$ cat config.mk
export PLATFORM = sky130hd
export DESIGN_NAME = trd_detect
export DESIGN_NICKNAME = d
export VERILOG_FILES = /design/src/hdl/trd_pkg.sv /design/src/hdl/trd_detect.sv
export SDC_FILE = /design/constraint.sdc
export NUM_CORES = 2
export LEC_CHECK = 0
export ABC_AREA = 1
export BUFFER_PORTS_ARGS = -buffer_cell sky130_fd_sc_hd__buf_2
export CORE_MARGIN = 2
export CORE_UTILIZATION = 50
export CTS_BUF_LIST = sky130_fd_sc_hd__clkbuf_16
export CTS_CLUSTER_SIZE = 40
export DETAILED_ROUTE_END_ITERATION = 6
export GPL_ROUTABILITY_DRIVEN = 1
export GPL_TIMING_DRIVEN = 1
export PLACE_DENSITY = 0.73
export SLEW_MARGIN = 0
export SYNTH_ARGS = -nofsm -noshare
export SYNTH_HDL_FRONTEND = slang
export SYNTH_SLANG_ARGS = --single-unit
$ cat constraint.sdc
create_clock -name pclk -period 16.95 [get_ports pclk]
set_clock_uncertainty 0.15 [all_clocks]
set_input_delay 1.695 -clock pclk [delete_from_list [all_inputs] [get_ports pclk]]
set_output_delay 1.695 -clock pclk [all_outputs]
set_load 0.02 [all_outputs]
$ cat src/hdl/trd_pkg.sv
// Purpose: constants for the trackpad reference / threshold detection block
// Assumes: 32-bit APB, one word per register
// Notes: offsets are byte addresses
package trd_pkg;
    // ***********************************
    // register map
    // ***********************************
    localparam logic [7:0] OFF_CTRL = 8'h00;
    localparam logic [7:0] OFF_INFO = 8'h04;
    localparam logic [7:0] OFF_TMULT = 8'h08;
    localparam logic [7:0] OFF_SNAPT = 8'h0C;
    localparam logic [7:0] OFF_TIMES = 8'h10;
    localparam logic [7:0] OFF_BETA = 8'h14;
    localparam logic [7:0] OFF_ATHR = 8'h18;
    localparam logic [7:0] OFF_ADEB = 8'h1C;
    localparam logic [7:0] OFF_LTA = 8'h20;
    localparam logic [7:0] OFF_CHSEL = 8'h24;
    localparam logic [7:0] OFF_CHCFG = 8'h28;
    localparam logic [7:0] OFF_CHSTAT = 8'h2C;
    localparam logic [7:0] OFF_TBITS = 8'h30;
    localparam logic [7:0] OFF_SBITS = 8'h34;
    // ***********************************
    // field positions
    // ***********************************
    localparam int CTRL_TRACKPAD_RESEED_BIT = 0;
    localparam int CTRL_PROX_CHANNEL_RESEED_BIT = 1;
    localparam int CTRL_MANUAL = 2;
    localparam int CTRL_FILT_EN = 3;
    localparam int CTRL_AP_EN = 4;
    localparam int INFO_PROX = 0;
    localparam int INFO_SNAP_TOG = 1;
    localparam int INFO_WAKE = 2;
    localparam int INFO_TOUCH_ANY = 3;
    localparam int CHCFG_SNAP_EN = 8;
    // ***********************************
    // reset values
    // ***********************************
    localparam logic [4:0] RST_CTRL = 5'h18;
    localparam logic [15:0] RST_TMULT = 16'h1014;
    localparam logic [15:0] RST_SNAPT = 16'h3040;
    localparam logic [15:0] RST_TIMES = 16'h0A14;
    localparam logic [23:0] RST_BETA = 24'h02_0406;
    localparam logic [31:0] RST_ATHR = 32'h0014_000A;
    localparam logic [15:0] RST_ADEB = 16'h0202;
    // ***********************************
    // timing
    // ***********************************
    localparam int CLK_HZ = 40_000_000;
    localparam int TICK_S = 1;
    localparam int SEC_CYCLES = TICK_S * CLK_HZ;
    localparam logic [7:0] REF_MAX_S = 8'h3C;
    localparam int DAMP_SHIFT = 11;
    localparam int MULT_BASE = 128;
    typedef enum logic [1:0] {
        TRD_ACTIVE = 2'b00,
        TRD_IDLE = 2'b01,
        TRD_LP1 = 2'b10,
        TRD_LP2 = 2'b11
    } trd_mode_t;
endpackage : trd_pkg

$ cat src/hdl/trd_detect.sv
// Purpose: reference keeping, touch/snap/proximity detection, APB register slave
// Assumes: counts arrive from same-clock sensing engines, one sample per cycle
// Notes: channel bitmaps limit NCH to 32
//
// The register offsets and register access over APB were left to the implementer.
`timescale 1ns/1ps
`default_nettype none
module trd_detect
    import trd_pkg::*;
#(
    parameter int NCH = 32,
    parameter int NENG = 13,
    parameter int SEC_CNT = SEC_CYCLES
)(
    input wire logic pclk,
    input wire logic presetn,
    input wire logic psel,
    input wire logic penable,
    input wire logic pwrite,
    input wire logic [7:0] paddr,
    input wire logic [31:0] pwdata,
    output logic [31:0] prdata,
    output logic pready,
    output logic pslverr,
    input wire logic [1:0] sys_mode,
    input wire logic cyc_start,
    input wire logic cyc_done,
    input wire logic tp_cnt_valid,
    input wire logic [$clog2(NCH)-1:0] tp_cnt_idx,
    input wire logic [15:0] tp_cnt_val,
    input wire logic alp_cnt_valid,
    input wire logic [15:0] alp_cnt_val,
    input wire logic ap_cnt_valid,
    input wire logic [3:0] ap_cnt_idx,
    input wire logic [15:0] ap_cnt_val,
    output logic [NCH-1:0] touch_status,
    output logic [NCH-1:0] snap_status,
    output logic proximity_detect_flag,
    output logic prox_wake
);
    localparam int IW = $clog2(NCH);

    // ***********************************
    // helpers
    // ***********************************
    function automatic logic [8:0] eff_mult(input logic [7:0] g, input logic [7:0] a);
        logic signed [9:0] s;
        s = $signed({2'b00, g}) + $signed({{2{a[7]}}, a});
        if (s < 0)
        begin
            eff_mult = 9'(MULT_BASE);
        end
        else
        begin
            eff_mult = 9'(MULT_BASE) + s[8:0];
        end
    endfunction : eff_mult

    function automatic logic [15:0] filt_step(input logic [15:0] f, input logic [15:0] x,
                                              input logic [7:0] beta);
        logic [10:0] k;
        logic signed [16:0] d;
        logic signed [28:0] p;
        logic signed [17:0] r;
        k = (beta == 8'h00) ? 11'h001 : ({beta, 3'b000} - 11'h007);
        d = $signed({1'b0, x}) - $signed({1'b0, f});
        p = d * $signed({1'b0, k});
        r = $signed({2'b00, f}) + $signed(p[28:DAMP_SHIFT]);
        filt_step = r[15:0];
    endfunction : filt_step

    function automatic logic [15:0] abs_diff(input logic [15:0] a, input logic [15:0] b);
        abs_diff = (a > b) ? (a - b) : (b - a);
    endfunction : abs_diff

    // ***********************************
    // register state
    // ***********************************
    logic [4:0] ctrl_r, ctrl_nxt;
    logic snap_tog_r, snap_tog_nxt;
    logic wake_r, wake_nxt;
    logic [15:0] tmult_r, tmult_nxt;
    logic [15:0] snapt_r, snapt_nxt;
    logic [15:0] times_r, times_nxt;
    logic [23:0] beta_r, beta_nxt;
    logic [31:0] athr_r, athr_nxt;
    logic [15:0] adeb_r, adeb_nxt;
    logic [IW-1:0] chsel_r, chsel_nxt;
    logic [NCH-1:0] snap_en_r, snap_en_nxt;
    logic [7:0] adj_mem [NCH];
    logic adj_we;
    logic [31:0] prdata_r, prdata_nxt;
    logic pready_r, pready_nxt;
    logic pslverr_r, pslverr_nxt;
    // channel state
    logic [15:0] ref_mem [NCH];
    logic [15:0] cnt_mem [NCH];
    logic [NCH-1:0] touch_r, touch_nxt;
    logic [NCH-1:0] snap_r, snap_nxt;
    logic ref_we;
    logic [15:0] ref_wval;
    logic snap_chg;
    logic tp_arm_r, tp_arm_nxt;
    // proximity channel state
    logic [15:0] filt_r, filt_nxt;
    logic [15:0] lta_r, lta_nxt;
    logic [7:0] deb_r, deb_nxt;
    logic prox_r, prox_nxt;
    logic alp_done;
    logic [15:0] ap_base [NENG];
    logic [NENG-1:0] ap_ok_r, ap_ok_nxt;
    logic ap_we;
    logic ap_wake;
    // timers
    logic [31:0] sec_cnt_r, sec_cnt_nxt;
    logic tick_r, tick_nxt;
    logic [7:0] ref_sec_r, ref_sec_nxt;
    logic ref_pend_r, ref_pend_nxt;
    logic [7:0] snp_sec_r, snp_sec_nxt;
    logic snp_pend_r, snp_pend_nxt;

    logic acc_ok, wr_en, rd_en, in_lp, quiet, tp_done;
    assign acc_ok = psel & penable & pready_r;
    assign wr_en = acc_ok & pwrite;
    assign in_lp = (sys_mode == TRD_LP1) | (sys_mode == TRD_LP2);
    assign quiet = ~(|touch_r) & ~(|snap_r);
    assign rd_en = psel & penable & ~pready_r & ~pwrite;
    assign tp_done = tp_arm_r & cyc_done;

    // ***********************************
    // apb slave and registers
    // ***********************************
    always_comb
    begin
        ctrl_nxt = ctrl_r;
        snap_tog_nxt = snap_tog_r;
        wake_nxt = wake_r;
        tmult_nxt = tmult_r;
        snapt_nxt = snapt_r;
        times_nxt = times_r;
        beta_nxt = beta_r;
        athr_nxt = athr_r;
        adeb_nxt = adeb_r;
        chsel_nxt = chsel_r;
        snap_en_nxt = snap_en_r;
        adj_we = 1'b0;
        prdata_nxt = prdata_r;
        pslverr_nxt = 1'b0;
        // one wait state: answer registered in the first access cycle
        pready_nxt = psel & penable & ~pready_r;
        // completion clears the reseed bits; a write below may set them again
        if (tp_done)
            ctrl_nxt[CTRL_TRACKPAD_RESEED_BIT] = 1'b0;
        if (alp_done)
            ctrl_nxt[CTRL_PROX_CHANNEL_RESEED_BIT] = 1'b0;
        if (wr_en)
        begin
            case (paddr)
                OFF_CTRL: ctrl_nxt = pwdata[4:0];
                OFF_INFO:
                begin
                    if (pwdata[INFO_SNAP_TOG])
                        snap_tog_nxt = 1'b0;
                    if (pwdata[INFO_WAKE])
                        wake_nxt = 1'b0;
                end
                OFF_TMULT: tmult_nxt = pwdata[15:0];
                OFF_SNAPT: snapt_nxt = pwdata[15:0];
                OFF_TIMES: times_nxt = pwdata[15:0];
                OFF_BETA: beta_nxt = pwdata[23:0];
                OFF_ATHR: athr_nxt = pwdata;
                OFF_ADEB: adeb_nxt = pwdata[15:0];
                OFF_CHSEL: chsel_nxt = pwdata[IW-1:0];
                OFF_CHCFG:
                begin
                    adj_we = 1'b1;
                    snap_en_nxt[chsel_r] = pwdata[CHCFG_SNAP_EN];
                end
                default: ;
            endcase
        end
        // hardware events win over a same-cycle clear
        if (snap_chg)
            snap_tog_nxt = 1'b1;
        if (ap_wake)
            wake_nxt = 1'b1;
        if (psel & penable & ~pready_r)
        begin
            prdata_nxt = 32'h0000_0000;
            pslverr_nxt = 1'b0;
            case (paddr)
                OFF_CTRL: prdata_nxt = {27'h000_0000, ctrl_r};
                OFF_INFO: prdata_nxt = {28'h000_0000, |touch_r, wake_r, snap_tog_r, prox_r};
                OFF_TMULT: prdata_nxt = {16'h0000, tmult_r};
                OFF_SNAPT: prdata_nxt = {16'h0000, snapt_r};
                OFF_TIMES: prdata_nxt = {16'h0000, times_r};
                OFF_BETA: prdata_nxt = {8'h00, beta_r};
                OFF_ATHR: prdata_nxt = athr_r;
                OFF_ADEB: prdata_nxt = {16'h0000, adeb_r};
                OFF_LTA: prdata_nxt = {filt_r, lta_r};
                OFF_CHSEL: prdata_nxt = 32'(chsel_r);
                OFF_CHCFG: prdata_nxt = {23'h00_0000, snap_en_r[chsel_r], adj_mem[chsel_r]};
                OFF_CHSTAT: prdata_nxt = {cnt_mem[chsel_r] - ref_mem[chsel_r], ref_mem[chsel_r]};
                OFF_TBITS: prdata_nxt = 32'(touch_r);
                OFF_SBITS: prdata_nxt = 32'(snap_r);
                default: pslverr_nxt = 1'b1;
            endcase
            if (~rd_en && paddr > OFF_SBITS)
                pslverr_nxt = 1'b1;
        end
    end

    always_ff @(posedge pclk or negedge presetn)
    begin
        if (!presetn)
        begin
            ctrl_r <= RST_CTRL;
            snap_tog_r <= 1'b0;
            wake_r <= 1'b0;
            tmult_r <= RST_TMULT;
            snapt_r <= RST_SNAPT;
            times_r <= RST_TIMES;
            beta_r <= RST_BETA;
            athr_r <= RST_ATHR;
            adeb_r <= RST_ADEB;
            chsel_r <= '0;
            snap_en_r <= '0;
            prdata_r <= 32'h0000_0000;
            pready_r <= 1'b0;
            pslverr_r <= 1'b0;
        end
        else
        begin
            ctrl_r <= ctrl_nxt;
            snap_tog_r <= snap_tog_nxt;
            wake_r <= wake_nxt;
            tmult_r <= tmult_nxt;
            snapt_r <= snapt_nxt;
            times_r <= times_nxt;
            beta_r <= beta_nxt;
            athr_r <= athr_nxt;
            adeb_r <= adeb_nxt;
            chsel_r <= chsel_nxt;
            snap_en_r <= snap_en_nxt;
            prdata_r <= prdata_nxt;
            pready_r <= pready_nxt;
            pslverr_r <= pslverr_nxt;
        end
    end

    // adjustment memory has no reset; software loads it before use
    always_ff @(posedge pclk)
    begin
        if (adj_we)
            adj_mem[chsel_r] <= pwdata[7:0];
    end

    // ***********************************
    // trackpad channels
    // ***********************************
    logic [15:0] cur_ref;
    logic [25:0] lhs, rhs_set, rhs_clr;
    logic [16:0] snap_set_sum, snap_clr_sum;
    logic tch_bit, snp_bit;
    always_comb
    begin
        touch_nxt = touch_r;
        snap_nxt = snap_r;
        ref_we = 1'b0;
        ref_wval = tp_cnt_val;
        snap_chg = 1'b0;
        tp_arm_nxt = tp_arm_r;
        cur_ref = ref_mem[tp_cnt_idx];
        lhs = {3'b000, tp_cnt_val, 7'b000_0000};
        rhs_set = 26'(cur_ref) * 26'(eff_mult(tmult_r[7:0], adj_mem[tp_cnt_idx]));
        rhs_clr = 26'(cur_ref) * 26'(eff_mult(tmult_r[15:8], adj_mem[tp_cnt_idx]));
        snap_set_sum = {1'b0, tp_cnt_val} + {9'h000, snapt_r[7:0]};
        snap_clr_sum = {1'b0, tp_cnt_val} + {9'h000, snapt_r[15:8]};
        tch_bit = touch_r[tp_cnt_idx] ? (lhs > rhs_clr) : (lhs > rhs_set);
        snp_bit = snap_en_r[tp_cnt_idx] & (snap_r[tp_cnt_idx] ?
                  (snap_clr_sum < {1'b0, cur_ref}) : (snap_set_sum < {1'b0, cur_ref}));
        // a reseed or refresh covers one whole sensing cycle
        if (cyc_start & ~tp_arm_r)
        begin
            tp_arm_nxt = ctrl_r[CTRL_TRACKPAD_RESEED_BIT] | snp_pend_r
                       | (ref_pend_r & ~ctrl_r[CTRL_MANUAL] & in_lp & quiet);
        end
        if (tp_done)
            tp_arm_nxt = 1'b0;
        if (tp_cnt_valid)
        begin
            touch_nxt[tp_cnt_idx] = tch_bit;
            snap_nxt[tp_cnt_idx] = snp_bit;
            snap_chg = snap_en_r[tp_cnt_idx] & (snp_bit != snap_r[tp_cnt_idx]);
            ref_we = tp_arm_r;
        end
    end

    always_ff @(posedge pclk or negedge presetn)
    begin
        if (!presetn)
        begin
            touch_r <= '0;
            snap_r <= '0;
            tp_arm_r <= 1'b0;
        end
        else
        begin
            touch_r <= touch_nxt;
            snap_r <= snap_nxt;
            tp_arm_r <= tp_arm_nxt;
        end
    end

    always_ff @(posedge pclk)
    begin
        if (tp_cnt_valid)
            cnt_mem[tp_cnt_idx] <= tp_cnt_val;
        if (ref_we)
            ref_mem[tp_cnt_idx] <= ref_wval;
    end

    // ***********************************
    // proximity channel and auto-prox
    // ***********************************
    logic [15:0] lta_beta, dev, ap_dev;
    logic det;
    always_comb
    begin
        filt_nxt = filt_r;
        lta_nxt = lta_r;
        deb_nxt = deb_r;
        prox_nxt = prox_r;
        alp_done = 1'b0;
        lta_beta = 16'h0000;
        dev = 16'h0000;
        det = 1'b0;
        if (alp_cnt_valid)
        begin
            filt_nxt = ctrl_r[CTRL_FILT_EN] ? filt_step(filt_r, alp_cnt_val, beta_r[23:16]) : alp_cnt_val;
            lta_beta = (sys_mode == TRD_LP2) ? {8'h00, beta_r[15:8]} : {8'h00, beta_r[7:0]};
            if (ctrl_r[CTRL_PROX_CHANNEL_RESEED_BIT])
            begin
                lta_nxt = filt_nxt;
                alp_done = 1'b1;
            end
            else if (~prox_r & in_lp)
                lta_nxt = filt_step(lta_r, filt_nxt, lta_beta[7:0]);
            dev = abs_diff(filt_nxt, lta_r);
            det = dev > athr_r[15:0];
            // debounce: state flips on the disagreeing sample after the count reaches the threshold
            if (det == prox_r)
                deb_nxt = 8'h00;
            else if (deb_r >= (prox_r ? adeb_r[15:8] : adeb_r[7:0]))
            begin
                prox_nxt = det;
                deb_nxt = 8'h00;
            end
            else
                deb_nxt = deb_r + 8'h01;
        end
    end

    always_ff @(posedge pclk or negedge presetn)
    begin
        if (!presetn)
        begin
            filt_r <= 16'h0000;
            lta_r <= 16'h0000;
            deb_r <= 8'h00;
            prox_r <= 1'b0;
        end
        else
        begin
            filt_r <= filt_nxt;
            lta_r <= lta_nxt;
            deb_r <= deb_nxt;
            prox_r <= prox_nxt;
        end
    end

    // engine baselines follow the raw count only while it stays inside the band, or on an engine's first sample after reset or reseed
    always_comb
    begin
        ap_ok_nxt = ap_ok_r;
        ap_we = 1'b0;
        ap_wake = 1'b0;
        ap_dev = abs_diff(ap_cnt_val, ap_base[ap_cnt_idx]);
        if (ap_cnt_valid && ctrl_r[CTRL_AP_EN] && 32'(ap_cnt_idx) < NENG)
        begin
            ap_ok_nxt[ap_cnt_idx] = 1'b1;
            if (ap_ok_r[ap_cnt_idx] && ap_dev > athr_r[31:16])
                ap_wake = 1'b1;
            else
                ap_we = 1'b1;
        end
        if (ctrl_r[CTRL_PROX_CHANNEL_RESEED_BIT])
            ap_ok_nxt = '0;
    end

    always_ff @(posedge pclk or negedge presetn)
    begin
        if (!presetn)
            ap_ok_r <= '0;
        else
            ap_ok_r <= ap_ok_nxt;
    end

    always_ff @(posedge pclk)
    begin
        if (ap_we)
            ap_base[ap_cnt_idx] <= ap_cnt_val;
    end

    // ***********************************
    // second timers
    // ***********************************
    logic [7:0] ref_ivl;
    always_comb
    begin
        sec_cnt_nxt = sec_cnt_r + 32'h0000_0001;
        tick_nxt = 1'b0;
        if (sec_cnt_r >= 32'(SEC_CNT - 1))
        begin
            sec_cnt_nxt = 32'h0000_0000;
            tick_nxt = 1'b1;
        end
        ref_ivl = (times_r[7:0] > REF_MAX_S) ? REF_MAX_S : times_r[7:0];
        ref_sec_nxt = ref_sec_r;
        ref_pend_nxt = ref_pend_r;
        if (tick_r && ref_ivl != 8'h00)
        begin
            if (ref_sec_r + 8'h01 >= ref_ivl)
            begin
                ref_sec_nxt = 8'h00;
                ref_pend_nxt = 1'b1;
            end
            else
                ref_sec_nxt = ref_sec_r + 8'h01;
        end
        snp_sec_nxt = snp_sec_r;
        snp_pend_nxt = snp_pend_r;
        if (snap_chg || !(|snap_r) || times_r[15:8] == 8'h00)
            snp_sec_nxt = 8'h00;
        else if (tick_r)
        begin
            if (snp_sec_r + 8'h01 >= times_r[15:8])
            begin
                snp_sec_nxt = 8'h00;
                snp_pend_nxt = 1'b1;
            end
            else
                snp_sec_nxt = snp_sec_r + 8'h01;
        end
        if (tp_arm_nxt & ~tp_arm_r)
        begin
            ref_pend_nxt = 1'b0;
            snp_pend_nxt = 1'b0;
        end
    end

    always_ff @(posedge pclk or negedge presetn)
    begin
        if (!presetn)
        begin
            sec_cnt_r <= 32'h0000_0000;
            tick_r <= 1'b0;
            ref_sec_r <= 8'h00;
            ref_pend_r <= 1'b0;
            snp_sec_r <= 8'h00;
            snp_pend_r <= 1'b0;
        end
        else
        begin
            sec_cnt_r <= sec_cnt_nxt;
            tick_r <= tick_nxt;
            ref_sec_r <= ref_sec_nxt;
            ref_pend_r <= ref_pend_nxt;
            snp_sec_r <= snp_sec_nxt;
            snp_pend_r <= snp_pend_nxt;
        end
    end

    assign prdata = prdata_r;
    assign pready = pready_r;
    assign pslverr = pslverr_r;
    assign touch_status = touch_r;
    assign snap_status = snap_r;
    assign proximity_detect_flag = prox_r;
    assign prox_wake = wake_r;
endmodule : trd_detect
`default_nettype wire

==> metrics.yaml <==
setup_path:
  r2r-start: "filt_r[4]$_DFFE_PN0P_"
  cp_slowest_cell: "fa_1"
  cp-start-kind: "primary input"
  crit_required_ns: 17.55
  r2r_cells: 71
  cp_max_fo: 5
  worst_ep_arrival_time_ns: 16.52
  rrSetupSlack_ns: 1.38
  crit_family: "adder cells"
  end_kind: "register"
  path_common_cell: "nand2_1"
  r2r-end: "lta_r[15]$_DFFE_PN0P_"
  critical_path_class: "primary input to register"
  critPathMaxStageDelay_ns: 0.57
  worstPathBufferInverterCount: 10
floorplanning:
  initial_core_util_pct: 50.2
  core_area_mm2: 0.220
  row_count: 172
  dieArea_mm2: 0.224
  die_y_um: 474
  chipWidth_um: 474
  io_pins: 209
synthesis:
  yosys_register_bits: 1856
  synth_edf_count: 1488
  syn-instance-count: 10942
  async_flop_share_pct: 19.8
  netlist_area_mm2: 0.110
  synth_warnings: 0
  avgSynthCellArea_um2: 10.1
  ys_seq_area_share_pct: 48.9
  netlist.area_leader.share_pct: 40.5
  ys_top_cells_by_area: "edfxtp_1 (41%), fa_1 (8.2%), dfrtp_1 (7.9%), nand2_1 (6.7%), ha_1 (5.9%)"
  synth_common_cells: "nand2_1 (1,970), inv_1 (1,606), edfxtp_1 (1,488)"
  synth.most_common_cell: "nand2_1"
  synth_top_cell_by_area: "edfxtp_1"
  synth_ff_type: "edfxtp_1"
  ys_types: 67
timing:
  fin_setup_tns_ns: 0
  rsz0062_at_grt: "false"
  setup_viol: 0
  slew_headroom_pct: 14.6
  hold_viol: 0
  timing.final.ws_setup_ns: 1.03
  fmax_mhz: 62.8
  whs_ns: 0.315
  finalCritPeriodShare_pct: 93.9
  tightest_slew_ns: 1.27
  min_period_ns: 15.92
  drv_slew: 0
global_route:
  grt_pass1_vias: 88089
  met2_usage_pct: 53.8
  met1_usage_pct: 44.6
  gr-usage-met3_pct: 8.90
  globalRouteOverflowTotal: 0
  grt_usage_pct: 35.3
  grt_pass1_wl_um: 584000
  busiest_layer: "met2"
  grt_antenna_before_repair: 27
  grt_max_degree: 169
finish:
  final_area_mm2: 0.122
  final_core_util_pct: 55.7
  nets: 12346
  drive_gt1_share_pct: 9.44
  areaGrowthSynthToFinish_pct: 10.9
cts:
  htreeDepth: 4
  clock_path_buffers: 3
  cts_tree: "yes"
  cts_resized: 0
  path_clk_slew_ns: 0.07
  clk_latency_ns: 0.90
  cts-root-buf: "clkbuf_16"
  postCtsSetupRepairBufs: 0
  hold_buffers: 0
  cts_buffers: 186
  cts.sinks: 1856
detailed_routing:
  routedWlPerCell_um: 28.2
  drt_iter0_drc: 13057
  wl_um: 403000
  vias: 90563
  firstDrtPassIters: 7
  route.antenna.remaining_nets: 0
  remaining_drc_errors: 2
  vias_per_cell: 6.33
hold_path:
  hold_path_depth: 1
  timing.hold.worst_endpoint: "sec_cnt_r[0]$_DFF_PN0_"
  hold_start: "sec_cnt_r[0]$_DFF_PN0_"
  hold_path_class: "register to register"
power:
  power_density_mw_per_mm2: 193
  vdd_ir_drop_max_v: 0.000578
  cellLeakagePower_nw: 51.7
status:
  outcome: "complete, but fails checks"
  violations: "DRC"
placed_design:
  place_congestion: 1.04
  port_buffers: 208
  dp_hpwl_um: 278000
  preCtsSetupSlack_ns: 0.378
  dpl_cell_area_mm2: 0.116
flow_run:
  maxCapViolations: 0
how the worst max path moves through the flow:
stage                         from                    end  slack (ns)  cells past startpoint
global route        alp_cnt_val[0]  lta_r[15]$_DFFE_PN0P_        0.09                     73
floorplan           alp_cnt_val[0]  lta_r[15]$_DFFE_PN0P_        1.14                     73
CTS                 alp_cnt_val[0]  lta_r[15]$_DFFE_PN0P_        1.20                     73
global placement    alp_cnt_val[2]  lta_r[14]$_DFFE_PN0P_        0.40                     70
detailed placement  alp_cnt_val[0]  lta_r[15]$_DFFE_PN0P_        0.38                     73
finish              alp_cnt_val[6]  lta_r[15]$_DFFE_PN0P_        1.03                     71
layout by cell type (no fill, tap or decap), drive strengths merged, types with 7 or more instances in the layout:
cell and instances:
nand2 1975, inv 1680, edfxtp 1488, nor2 666
buf 616, a22oi 614, nand3 552, ha 520
fa 452, o21ai 408, o221ai 392, dfrtp 346
a21oi 344, clkbuf 187, xor2 137, a31oi 129
a22o 125, nand4 109, clkinv 109, nor3 94
nor4 64, xnor2 49, o22ai 44, a221oi 36
or2 36, o21a 32, dfstp 22, o2111ai 21
o31ai 20, a21o 19, o211ai 17, o21bai 16
bufinv 14, diode 13, nand3b 11, nor3b 11
a211oi 10, conb 8, a2111oi 7, clkinvlp 7
cell families after synthesis:
kind of cell	Yosys count	share of synthesized area [%]
AND/OR/NAND/NOR	3532	13.7
flip-flops	1856	48.9
multiplexers	9	0.0863
buffers and inverters	2139	7.58
XOR/XNOR	186	1.48
other	2	0.00681
AO/OA/AOI/OAI	2246	14.2
adder cells (fa/ha/maj)	972	14.1
where the power goes:
group | total, mW | internal, mW | switching, mW
clock network | 4.10 | 2.23 | 1.87
logic | 14.2 | 6.06 | 8.16
registers | 5.24 | 5.04 | 0.196
metrics by stage:
step | std cells | power (mW)
3_5_place_dp | 13948 | 19.5
6_report | 14306 | 23.6
4_1_cts | 14293 | 23.6
3_3_place_gp | 13948 | 19.4
5_1_grt | 14298 | 25.4
2_1_floorplan | 10948 | 13.6
state kept, by name (all words and copies together), names as in the netlist, 5 cells and up:
signal	count
tmult_r	16
adj_mem	256
sec_cnt_r	32
snapt_r	16
ref_mem	512
times_r	16
chsel_r	5
cnt_mem	512
snap_en_r	32
adeb_r	16
prdata	32
ref_sec_r	8
touch_status	32
filt_r	16
snp_sec_r	8
lta_r	16
ap_ok_r	13
athr_r	32
deb_r	8
ap_base	208
snap_status	32
ctrl_r	5
beta_r	24
metal layers:
layer	vias to the layer above	wire (um)
li1	38893	-
met1	44136	145000
met2	6152	178000
met3	1364	47800
met4	18	32000
met5	-	247
area by class of cell:
class / count / area (um2)
diodes: 13 / 32.5
clock inverters: 158 / 1330
multi-input cells: 6953 / 48200
inverters: 1652 / 6210
repair buffers: 616 / 4200
well taps: 2871 / 3590
fillers: 18795 / 97300
flip-flops and latches: 1856 / 53900
clock buffers: 187 / 4680
Power figures use the tool's default switching activity.
